### src/design/uft_consts.svh
`ifndef UFT_CONSTS_SVH
`define UFT_CONSTS_SVH

// Register offsets on the software port.
`define UFT_OFF_STATUS 3'h0
`define UFT_OFF_FORMAT 3'h1
`define UFT_OFF_DIRECTION 3'h2
`define UFT_OFF_SINGLE_LINE 3'h3
`define UFT_OFF_DATA 3'h4
`define UFT_OFF_BAUD 3'h5

// Format control register fields.
`define UFT_FMT_PORT_EN 7
`define UFT_FMT_WORD9 6
`define UFT_FMT_PARITY_ON 5
`define UFT_FMT_PARITY_ODD 4
`define UFT_FMT_STOP2 3
`define UFT_FMT_NINTH_TX 0
`define UFT_FMT_WR_MASK 8'hF9

// Direction control register fields.
`define UFT_DIR_TX_EN 7
`define UFT_DIR_RX_EN 6
`define UFT_DIR_BREAK 5
`define UFT_DIR_ADDR_DET 4
`define UFT_DIR_HIGH_SPEED 3
`define UFT_DIR_RX_IE 2
`define UFT_DIR_IDLE_IE 1
`define UFT_DIR_READY_IE 0
`define UFT_DIR_KEEP_MASK 8'h1F

// Port status register fields.
`define UFT_STS_TX_READY 0
`define UFT_STS_TX_IDLE 1
`define UFT_STS_RX_READY 2
`define UFT_STS_RX_IDLE 3

// Reset values: eight data bits, no parity, one stop bit, port off.
`define UFT_FMT_RST 8'h00
`define UFT_DIR_RST 8'h00
`define UFT_BAUD_RST 8'h00
`define UFT_SWM_RST 1'h0
`define UFT_READ_IDLE 8'h00

// Baud prescaler limits and frame bit counts.
`define UFT_PRESC_LOW 6'h3F
`define UFT_PRESC_HIGH 6'h0F
`define UFT_BITS_8 4'h8
`define UFT_BITS_9 4'h9
`define UFT_BITS_BREAK 4'hD

`endif

### src/design/uft_pkg.sv
package uft_pkg;

   typedef enum logic [4:0] {
      TX_IDLE  = 5'h01,
      TX_WAIT  = 5'h02,
      TX_START = 5'h04,
      TX_DATA  = 5'h08,
      TX_STOP  = 5'h10
   } uft_tx_state_type;

endpackage : uft_pkg

### src/design/uft_baud.sv
`timescale 1ns/10ps
`include "uft_consts.svh"

module uft_baud (
   input wire logic clk,
   input wire logic resetn,
   input wire logic run,
   input wire logic high_speed,
   input wire logic [7:0] divisor,
   output logic baud_tick
);
   logic [5:0] presc_ff;
   logic [7:0] div_ff;
   logic presc_wrap;
   logic div_wrap;

   assign presc_wrap = presc_ff >= (high_speed ? `UFT_PRESC_HIGH : `UFT_PRESC_LOW);
   // A divisor lowered below the running count must not cost a full 256-step wrap.
   assign div_wrap = div_ff >= divisor;

   always_ff @(posedge clk or negedge resetn) begin
      if (!resetn) begin
         presc_ff <= 6'h00;
         div_ff <= 8'h00;
      end else if (!run) begin
         presc_ff <= 6'h00;
         div_ff <= 8'h00;
      end else if (presc_wrap) begin
         presc_ff <= 6'h00;
         div_ff <= div_wrap ? 8'h00 : div_ff + 8'h01;
      end else begin
         presc_ff <= presc_ff + 6'h01;
      end
   end

   always_ff @(posedge clk or negedge resetn) begin
      if (!resetn) begin
         baud_tick <= 1'b0;
      end else begin
         baud_tick <= run && presc_wrap && div_wrap;
      end
   end

endmodule : uft_baud

### src/design/uft_frame_build.sv
`timescale 1ns/10ps

module uft_frame_build (
   input wire logic [7:0] data,
   input wire logic ninth,
   input wire logic word9,
   input wire logic parity_on,
   input wire logic parity_odd,
   output logic [8:0] word
);
   logic parity;

   always_comb begin
      word = {word9 & ninth, data};
      parity = word9 ? ^data : ^data[6:0];
      parity = parity ^ parity_odd;
      if (parity_on) begin
         // The top position of the word carries parity instead of data.
         if (word9) begin
            word[8] = parity;
         end else begin
            word[7] = parity;
         end
      end
   end

endmodule : uft_frame_build

### src/design/uft_top.sv
// Summary of operation
// Frames are NRZ: start bit, eight or nine data bits, one or two stop bits.
// Even, odd or no parity is selectable for both directions.
// Power-on format is eight data bits, no parity, one stop bit.
// Bits go out LSB first; both directions share format and 8-bit baud generator.
// With port, transmit and receive enabled, pins serve as serial out/in; idle high.
// Clearing port enable releases both serial pins to other functions.
// Disable empties buffer, clears enables, break, receive flags; sets idle and ready flags.
// Disabling aborts activity at once; re-enable resumes with preserved configuration.
// Word length, parity polarity, parity on/off and stop count set the format.
// The top word position carries parity or the address flag.
// Two stop bits apply to transmit only; receiver checks one stop bit.
// In nine-bit mode the ninth transmit bit comes from a control bit.
// Shift register reloads only after the stop bit and only when data waits.
// A frame starts with enable, loaded data and baud ticks, in either order.
// Clearing transmit enable stops output at once and releases the pin.
// Data writes are ignored while the transmit-ready flag is low.
// Status access followed by data write clears the transmit-ready flag.
// Hardware sets transmit-ready when holding is empty; it requests an interrupt if enabled.
// A write during a frame waits in holding until the frame ends.
// A write while idle loads the shifter directly and leaves transmit-ready set.
// Transmit-idle is set when a frame or break frame finishes.
// Transmit-idle clears by the same status-then-data-write pair.
// Baud rate is clock over 64(N+1) low speed or 16(N+1) high speed.
// The parity bit makes the count of ones match the chosen polarity.
`timescale 1ns/10ps
`include "uft_consts.svh"

module uft_top
   import uft_pkg::*;
(
   input wire logic clk,
   input wire logic resetn,
   input wire logic [2:0] reg_addr,
   input wire logic [7:0] reg_wdata,
   input wire logic reg_wr,
   input wire logic reg_rd,
   output logic [7:0] reg_rdata,
   output logic tx_out,
   output logic tx_oe_n,
   output logic rx_claim,
   output logic irq
);

   ////////////////////////////////////////////////////////////////////////////////////////
   logic [7:0] fmt_ff;
   logic [7:0] dir_ff;
   logic [7:0] baud_ff;
   logic swm_ff;
   logic [7:0] hold_ff;
   logic hold_full_ff;
   logic transmit_ready_flag_ff;
   logic transmit_idle_flag_ff;
   logic armed_ff;
   logic [7:0] rdata_ff;
   logic irq_ff;
   uft_tx_state_type state_ff;
   logic [8:0] shreg_ff;
   logic [3:0] cnt_ff;
   logic [3:0] nbits_ff;
   logic brk_ff;
   logic stop2_ff;
   logic txd_ff;
   logic done_ff;

   logic port_enable;
   logic transmit_enable;
   logic break_request;
   logic word9;
   logic tx_run;
   logic baud_tick;
   logic wr_data;
   logic accept;
   logic sh_idle;
   logic direct;
   logic start_load;
   logic start_brk;
   logic clr_pair;
   logic nxt_hold_full;
   logic last_stop;
   logic [8:0] frame_word;
   logic [7:0] status_val;

   assign port_enable = fmt_ff[`UFT_FMT_PORT_EN];
   assign transmit_enable = dir_ff[`UFT_DIR_TX_EN];
   assign break_request = dir_ff[`UFT_DIR_BREAK];
   assign word9 = fmt_ff[`UFT_FMT_WORD9];
   assign tx_run = port_enable && transmit_enable;
   assign sh_idle = state_ff == TX_IDLE;

   ////////////////////////////////////////////////////////////////////////////////////////
   uft_baud u_baud (
      .clk(clk),
      .resetn(resetn),
      .run(port_enable),
      .high_speed(dir_ff[`UFT_DIR_HIGH_SPEED]),
      .divisor(baud_ff),
      .baud_tick(baud_tick)
   );

   // The builder sees the held byte when one waits, else the byte being written now.
   uft_frame_build u_frame (
      .data(hold_full_ff ? hold_ff : reg_wdata),
      .ninth(fmt_ff[`UFT_FMT_NINTH_TX]),
      .word9(word9),
      .parity_on(fmt_ff[`UFT_FMT_PARITY_ON]),
      .parity_odd(fmt_ff[`UFT_FMT_PARITY_ODD]),
      .word(frame_word)
   );

   ////////////////////////////////////////////////////////////////////////////////////////
   // Configuration registers.

   always_ff @(posedge clk or negedge resetn) begin
      if (!resetn) begin
         fmt_ff <= `UFT_FMT_RST;
      end else if (reg_wr && reg_addr == `UFT_OFF_FORMAT) begin
         fmt_ff <= reg_wdata & `UFT_FMT_WR_MASK;
      end
   end

   always_ff @(posedge clk or negedge resetn) begin
      if (!resetn) begin
         dir_ff <= `UFT_DIR_RST;
      end else if (!port_enable) begin
         // Enables and break stay clear while the port is off; other bits survive.
         if (reg_wr && reg_addr == `UFT_OFF_DIRECTION) begin
            dir_ff <= reg_wdata & `UFT_DIR_KEEP_MASK;
         end else begin
            dir_ff <= dir_ff & `UFT_DIR_KEEP_MASK;
         end
      end else if (reg_wr && reg_addr == `UFT_OFF_DIRECTION) begin
         dir_ff <= reg_wdata;
      end
   end

   always_ff @(posedge clk or negedge resetn) begin
      if (!resetn) begin
         baud_ff <= `UFT_BAUD_RST;
      end else if (reg_wr && reg_addr == `UFT_OFF_BAUD) begin
         baud_ff <= reg_wdata;
      end
   end

   always_ff @(posedge clk or negedge resetn) begin
      if (!resetn) begin
         swm_ff <= `UFT_SWM_RST;
      end else if (reg_wr && reg_addr == `UFT_OFF_SINGLE_LINE) begin
         swm_ff <= reg_wdata[0];
      end
   end

   ////////////////////////////////////////////////////////////////////////////////////////
   // Software access sequencing and the holding register.

   assign wr_data = reg_wr && reg_addr == `UFT_OFF_DATA;
   assign accept = wr_data && transmit_ready_flag_ff;
   assign clr_pair = accept && armed_ff;
   // A frame in progress or a byte already waiting sends the new byte to holding.
   assign direct = accept && tx_run && sh_idle && !hold_full_ff && !break_request;
   assign start_load = tx_run && sh_idle && (direct || hold_full_ff);
   assign start_brk = tx_run && sh_idle && !start_load && break_request;

   always_ff @(posedge clk or negedge resetn) begin
      if (!resetn) begin
         armed_ff <= 1'b0;
      end else if (wr_data) begin
         armed_ff <= 1'b0;
      end else if ((reg_rd || reg_wr) && reg_addr == `UFT_OFF_STATUS) begin
         armed_ff <= 1'b1;
      end
   end

   always_comb begin
      nxt_hold_full = hold_full_ff;
      if (!port_enable) begin
         nxt_hold_full = 1'b0;
      end else if (accept && !direct) begin
         nxt_hold_full = 1'b1;
      end else if (start_load) begin
         nxt_hold_full = 1'b0;
      end
   end

   always_ff @(posedge clk or negedge resetn) begin
      if (!resetn) begin
         hold_full_ff <= 1'b0;
      end else begin
         hold_full_ff <= nxt_hold_full;
      end
   end

   always_ff @(posedge clk or negedge resetn) begin
      if (!resetn) begin
         hold_ff <= 8'h00;
      end else if (port_enable && accept && !direct) begin
         hold_ff <= reg_wdata;
      end
   end

   // Hardware set wins over the software clear arriving in the same cycle.
   always_ff @(posedge clk or negedge resetn) begin
      if (!resetn) begin
         transmit_ready_flag_ff <= 1'b1;
      end else begin
         transmit_ready_flag_ff <= (transmit_ready_flag_ff && !clr_pair) || !nxt_hold_full;
      end
   end

   always_ff @(posedge clk or negedge resetn) begin
      if (!resetn) begin
         transmit_idle_flag_ff <= 1'b1;
      end else begin
         transmit_idle_flag_ff <= (transmit_idle_flag_ff && !clr_pair) || done_ff || !port_enable;
      end
   end

   ////////////////////////////////////////////////////////////////////////////////////////
   // Transmit engine. Each bit lasts one baud tick period; WAIT aligns to the tick grid.

   assign last_stop = state_ff == TX_STOP && baud_tick && !(stop2_ff && cnt_ff == 4'h0);

   always_ff @(posedge clk or negedge resetn) begin
      if (!resetn) begin
         state_ff <= TX_IDLE;
         shreg_ff <= 9'h000;
         cnt_ff <= 4'h0;
         nbits_ff <= `UFT_BITS_8;
         brk_ff <= 1'b0;
         stop2_ff <= 1'b0;
         txd_ff <= 1'b1;
      end else if (!tx_run) begin
         state_ff <= TX_IDLE;
         cnt_ff <= 4'h0;
         brk_ff <= 1'b0;
         txd_ff <= 1'b1;
      end else begin
         unique case (state_ff)
            TX_IDLE: begin
               txd_ff <= 1'b1;
               if (start_load) begin
                  shreg_ff <= frame_word;
                  nbits_ff <= word9 ? `UFT_BITS_9 : `UFT_BITS_8;
                  stop2_ff <= fmt_ff[`UFT_FMT_STOP2];
                  brk_ff <= 1'b0;
                  state_ff <= TX_WAIT;
               end else if (start_brk) begin
                  shreg_ff <= 9'h000;
                  nbits_ff <= `UFT_BITS_BREAK;
                  stop2_ff <= fmt_ff[`UFT_FMT_STOP2];
                  brk_ff <= 1'b1;
                  state_ff <= TX_WAIT;
               end
            end
            TX_WAIT: begin
               if (baud_tick) begin
                  txd_ff <= 1'b0;
                  state_ff <= TX_START;
               end
            end
            TX_START: begin
               if (baud_tick) begin
                  txd_ff <= shreg_ff[0];
                  shreg_ff <= {1'b0, shreg_ff[8:1]};
                  cnt_ff <= 4'h1;
                  state_ff <= TX_DATA;
               end
            end
            TX_DATA: begin
               if (baud_tick) begin
                  if (cnt_ff != nbits_ff) begin
                     txd_ff <= brk_ff ? 1'b0 : shreg_ff[0];
                     shreg_ff <= {1'b0, shreg_ff[8:1]};
                     cnt_ff <= cnt_ff + 4'h1;
                  end else if (brk_ff && break_request) begin
                     // A held break request repeats break characters back to back.
                     txd_ff <= 1'b0;
                     cnt_ff <= 4'h1;
                  end else begin
                     txd_ff <= 1'b1;
                     cnt_ff <= 4'h0;
                     state_ff <= TX_STOP;
                  end
               end
            end
            TX_STOP: begin
               if (baud_tick) begin
                  txd_ff <= 1'b1;
                  if (last_stop) begin
                     state_ff <= TX_IDLE;
                  end else begin
                     cnt_ff <= 4'h1;
                  end
               end
            end
            default: begin
               state_ff <= TX_IDLE;
               txd_ff <= 1'b1;
            end
         endcase
      end
   end

   always_ff @(posedge clk or negedge resetn) begin
      if (!resetn) begin
         done_ff <= 1'b0;
      end else begin
         done_ff <= tx_run && last_stop;
      end
   end

   ////////////////////////////////////////////////////////////////////////////////////////
   // Read port and pin ownership. No receiver sits here, so receive flags read idle.

   always_comb begin
      status_val = 8'h00;
      status_val[`UFT_STS_TX_READY] = transmit_ready_flag_ff;
      status_val[`UFT_STS_TX_IDLE] = transmit_idle_flag_ff;
      status_val[`UFT_STS_RX_IDLE] = 1'b1;
   end

   always_ff @(posedge clk or negedge resetn) begin
      if (!resetn) begin
         rdata_ff <= `UFT_READ_IDLE;
      end else if (!reg_rd) begin
         rdata_ff <= `UFT_READ_IDLE;
      end else begin
         unique case (reg_addr)
            `UFT_OFF_STATUS: rdata_ff <= status_val;
            `UFT_OFF_FORMAT: rdata_ff <= fmt_ff;
            `UFT_OFF_DIRECTION: rdata_ff <= dir_ff;
            `UFT_OFF_SINGLE_LINE: rdata_ff <= {7'h00, swm_ff};
            `UFT_OFF_BAUD: rdata_ff <= baud_ff;
            default: rdata_ff <= `UFT_READ_IDLE;
         endcase
      end
   end

   always_ff @(posedge clk or negedge resetn) begin
      if (!resetn) begin
         irq_ff <= 1'b0;
      end else begin
         irq_ff <= (transmit_ready_flag_ff && dir_ff[`UFT_DIR_READY_IE]) ||
                   (transmit_idle_flag_ff && dir_ff[`UFT_DIR_IDLE_IE]);
      end
   end

   assign reg_rdata = rdata_ff;
   assign tx_out = txd_ff;
   assign tx_oe_n = !tx_run;
   assign rx_claim = port_enable && dir_ff[`UFT_DIR_RX_EN];
   assign irq = irq_ff;
endmodule : uft_top

### config.mk
export PLATFORM = sky130hd
export DESIGN_NAME = uft_top
export DESIGN_NICKNAME = d
export VERILOG_FILES = /design/src/design/uft_pkg.sv /design/src/design/uft_baud.sv /design/src/design/uft_frame_build.sv /design/src/design/uft_top.sv
export VERILOG_INCLUDE_DIRS = /design/src /design/src/design
export SDC_FILE = /design/constraint.sdc
export NUM_CORES = 1
export LEC_CHECK = 0
export ABC_AREA = 1
export BUFFER_PORTS_ARGS = -buffer_cell sky130_fd_sc_hd__buf_2
export CAP_MARGIN = 20
export CORE_MARGIN = 3
export CORE_UTILIZATION = 61
export DETAILED_ROUTE_END_ITERATION = 10
export GPL_TIMING_DRIVEN = 0
export PLACE_DENSITY_LB_ADDON = 0.2
export SYNTH_ARGS = -nofsm -noshare
export SYNTH_HDL_FRONTEND = slang
export SYNTH_HIERARCHICAL = 1
export SYNTH_SLANG_ARGS = --single-unit
### constraint.sdc
create_clock -name clk -period 2.4 [get_ports clk]
set_clock_uncertainty 0.2 [all_clocks]
set_input_delay 0.24 -clock clk [delete_from_list [all_inputs] [get_ports clk]]
set_output_delay 0.24 -clock clk [all_outputs]
set_load 0.01 [all_outputs]
==> results by group <==
Run status
  • Status: complete, no violations

Global route
  • GRT Util Overall: 24.8%
  • Via count of the first global-routing pass: 3901
  • Grt ovf: 0
  • Initial antenna violation count: 0
  • First-pass GRT wire length: 17.4 mm
  • Largest net degree at the start of global routing: 48

Synthesis
  • Syn Inst Count: 624
  • Syn_nets: about 650
  • Synth async-reset ratio: between 90% and 100%
  • Sequential fraction of the synthesis area: 43.4%
  • Syn_area_per_cell: around 7.7 um2
  • Yosys warnings: 6
  • Distinct cells, synth: 48
  • Post-synth EDFFs: 0
  • Dominant synthesized flop cell: dfrtp_1
  • Post-synthesis instance area: ~4800 um2
  • Flops & latches, synth: 83

Layout
  • Area growth syn-to-layout: 12.7%
  • FILL cells: around 600
  • Layout cells sized above 1: ~17%
  • Layout Nets: about 700
  • Inserted Diodes: 0
  • Final Non-Filler Cells: about 780
  • Util after Layout: around 73%

Placed design
  • IO buf count: 26
  • Final RePlAce weighted congestion: between 0.8 and 0.9
  • Placed cells: 750
  • Post-DP HPWL: slightly below 8 mm
  • Place WS: -14.4 ps

Pwr
  • Sw Ratio: about 30%
  • Comb power frac: around 15%
  • Clock power frac: between 30% and 40%
  • Int Power: 2.21 mW
  • Leakage: 2.90 nW
  • PwrDens: between 500 and 600 nW/um2
  • VDD IR max: 0.429 mV
  • Total power: between 3 and 4 mW
  • Net switching power figure: approximately 960 uW
  • Seq pwr share: 51.6%

Critical path
  • Critical path arrival: between 2000 and 2500 ps
  • CP Capture Type: flop
  • CP Launch Point: hold_full_ff$_DFF_PN0_
  • Worst Path Required: between 2000 and 2500 ps
  • CP Class: flop to flop
  • Reg2reg setup slack: 200 ps
  • Largest fanout on the critical path: 10
  • FF-to-FF Start: hold_full_ff$_DFF_PN0_
  • Worst reg2reg path depth: 13
  • CP Launch Type: flop

Timing
  • Slew margin rel.: 66.6%
  • Least-Margin Pin Slew: ~500 ps
  • Min Tclk post-route: approximately 2200 ps
  • Maximum achievable frequency: ~450 MHz
  • Final worst slack: around 200 ps
  • Final Hold Fails: 0
  • # setup viols final: 0
  • Max Slew Vio Count: 0
  • Tcrit/Tclk final: approximately 92%
  • RSZ-0062 raised after global routing: no

Die
  • Starting density of the core: approximately 64%
  • Die width: 94.6 um
  • Core ar.: 7450 um2
  • Die height: about 95 um
  • Io pins: 27
  • Std-Cell Rows: 31
  • Total die area: roughly 9000 um2

Routing
  • Vias: around 4200
  • Final antenna-violating net count: 0
  • DR WL/cell: 13.2 um
  • DR pass1 iterations: 6
  • DRC errors left: 0
  • Post-DR vias/cell: approximately 5.4
  • 1st-iter DRT viols: approximately 210
  • Drt total wl: 10.3 mm

Clocking
  • Clock Latency Late Sink: roughly 360 ps
  • Max clock buf depth: 2
  • CTS root buffer: clkbuf_8
  • Clk sink count: 83
  • Worst-path clk slew: ~90 ps
  • H-tree depth: 3
  • TritonCTS clock tree: built
  • Total CTS buffers: 9

Worst hold path
  • Hold Path Class: input pin to flop
  • Hold wc startpoint: reg_addr[0]
  • Hold depth: 3

Run
  • Max-cap violations: 0
-- per-stage QoR --
step / cell area [um2] / TNS, ps / hold WS (ps)
global route: 5400 / 0 / 48.8
global placement: 5050 / 0 / 245
detailed placement: 5080 / -14.4 / 39.0
floorplan: 4790 / 0 / -256
finish: 5400 / 0 / 20.3
CTS: 5380 / 0 / 5.96
-- critical path, stage by stage (launching register included) --
cell and delay (ps):
dfrtp_1 370, clkbuf_4 200, clkbuf_4 200, o21ai_1 280
xor2_1 190, nand3_1 110, nand3_1 120, nand3_1 80
nand2_1 80, inv_1 40, nand2_1 50, nand2_1 50
nand2_1 60, nand2_1 60
-- final cells by class --
| cell class | instances | area, um2 | area share [%] |
|---|---|---|---|
| multi-input combinational | 438 | 2280 | 42.2 |
| sequential | 83 | 2080 | 38.5 |
| inverter | 86 | 329 | 6.09 |
| timing repair buffer | 37 | 260 | 4.82 |
| clock buffer | 9 | 124 | 2.29 |
| tap | 99 | 124 | 2.29 |
| buffer | 17 | 121 | 2.25 |
| clock inverter | 7 | 81.3 | 1.50 |
-- metal layers --
layer / GRT usage [%] / wire [um]
met5: 0 / 0
met4: 8.65 / 226
met3: 4.46 / 468
met2: 40.7 / 4950
met1: 33.1 / 4620
-- state kept, by name (all words and copies together), names as in the netlist --
| signal | cells |
|---|---|
| transmit_idle_flag_ff | 1 |
| irq | 1 |
| swm_ff | 1 |
| hold_full_ff | 1 |
| shreg_ff | 9 |
| nbits_ff | 2 |
| baud_ff | 8 |
| tx_out | 1 |
| stop2_ff | 1 |
| armed_ff | 1 |
| cnt_ff | 4 |
| fmt_ff | 6 |
| hold_ff | 8 |
| reg_rdata | 8 |
| done_ff | 1 |
| brk_ff | 1 |
| u_baud/baud_tick | 1 |
| u_baud/div_ff | 8 |
| u_baud/presc_ff | 6 |
| transmit_ready_flag_ff | 1 |
| dir_ff | 8 |
| state_ff | 5 |
-- layout by cell type (no fill, tap or decap), types with 3 or more instances in the layout --
master         synthesis  routed
a21oi_1                4       4
a21oi_2                3       3
buf_2                  4      28
buf_4                  8       9
clkbuf_8               0       9
dfrtp_1               79      79
dfstp_2                4       4
dlygate4sd3_1          0      10
ha_1                  14      14
inv_1                 76      76
inv_2                  7       7
inv_6                  1       4
nand2_1              217     217
nand2_2                5       5
nand2_4                3       3
nand3_1               38      38
nand3_2                3       3
nand4_1               14      14
nor2_1                35      35
nor2_2                 7       7
nor2_4                 4       4
o21ai_0               34      27
o21ai_1               19      22
o21ai_2                2       6
xor2_1                 8       8
-- cells in the mapped netlist (2+ instances only) --
master    instances  area, um2
xnor2_1           2       17.5
nand3b_1          2       15.0
buf_6             2       22.5
nand3_1          38        190
o21a_1            2       15.0
nor2_1           35        131
nand3_4           2       35.0
dfstp_2           4        105
nor2_2            7       43.8
nor2_8            2       40.0
clkbuf_1          2       7.51
inv_1            76        285
dfrtp_1          79       1980
nand4_1          14       87.6
buf_4             8       60.1
nor2_4            4       45.0
o21ai_2           2       17.5
nand2_2           5       31.3
buf_2             4       20.0
ha_1             14        175
a22oi_1           2       15.0
a21oi_1           4       20.0
xor2_1            8       70.1
o21ai_1          19       95.1
nand2_4           3       33.8
o211ai_1          2       15.0
nand2_1         217        815
nand3_2           3       30.0
nor3_1            2       10.0
a21oi_2           3       26.3
o21ai_0          34        170
inv_2             7       26.3
-- worst paths after layout --
path | to
max | shreg_ff[7]$_DFFE_PN0P_
min reg2reg | u_baud/presc_ff[0]$_DFF_PN0_
max reg2reg | shreg_ff[7]$_DFFE_PN0P_
min in group asynchronous | cnt_ff[2]$_DFFE_PN0P_
min | swm_ff$_DFFE_PN0P_
max in group asynchronous | state_ff[0]$_DFFE_PN1P_
-- power by group through the flow --
stage | Clock (mW) | Combinational (mW) | Sequential (mW)
floorplan | 0 | 0.329 | 1.63
global placement | 0 | 0.444 | 1.65
detailed placement | 0 | 0.471 | 1.66
CTS | 1.07 | 0.485 | 1.63
global route | 1.12 | 0.567 | 1.65
finish | 1.05 | 0.488 | 1.64
-- logic make-up after synthesis --
group	synth area share (%)
AO/OA/AOI/OAI	9.35
buffers and inverters	9.27
flip-flops	43.4
XOR/XNOR	1.83
AND/OR/NAND/NOR	32.5
adder cells (fa/ha/maj)	3.65
-- timing repair --
action                                  4_1_cts  5_1_grt
endpoints found under the hold margin        53        0
gates resized for setup                       1       14
buffers inserted                              0        0
endpoints found under the setup margin        1        2
hold buffers                                 10        0
pin swaps                                     0        0
Note: power is estimated with default switching activity, not from simulation.
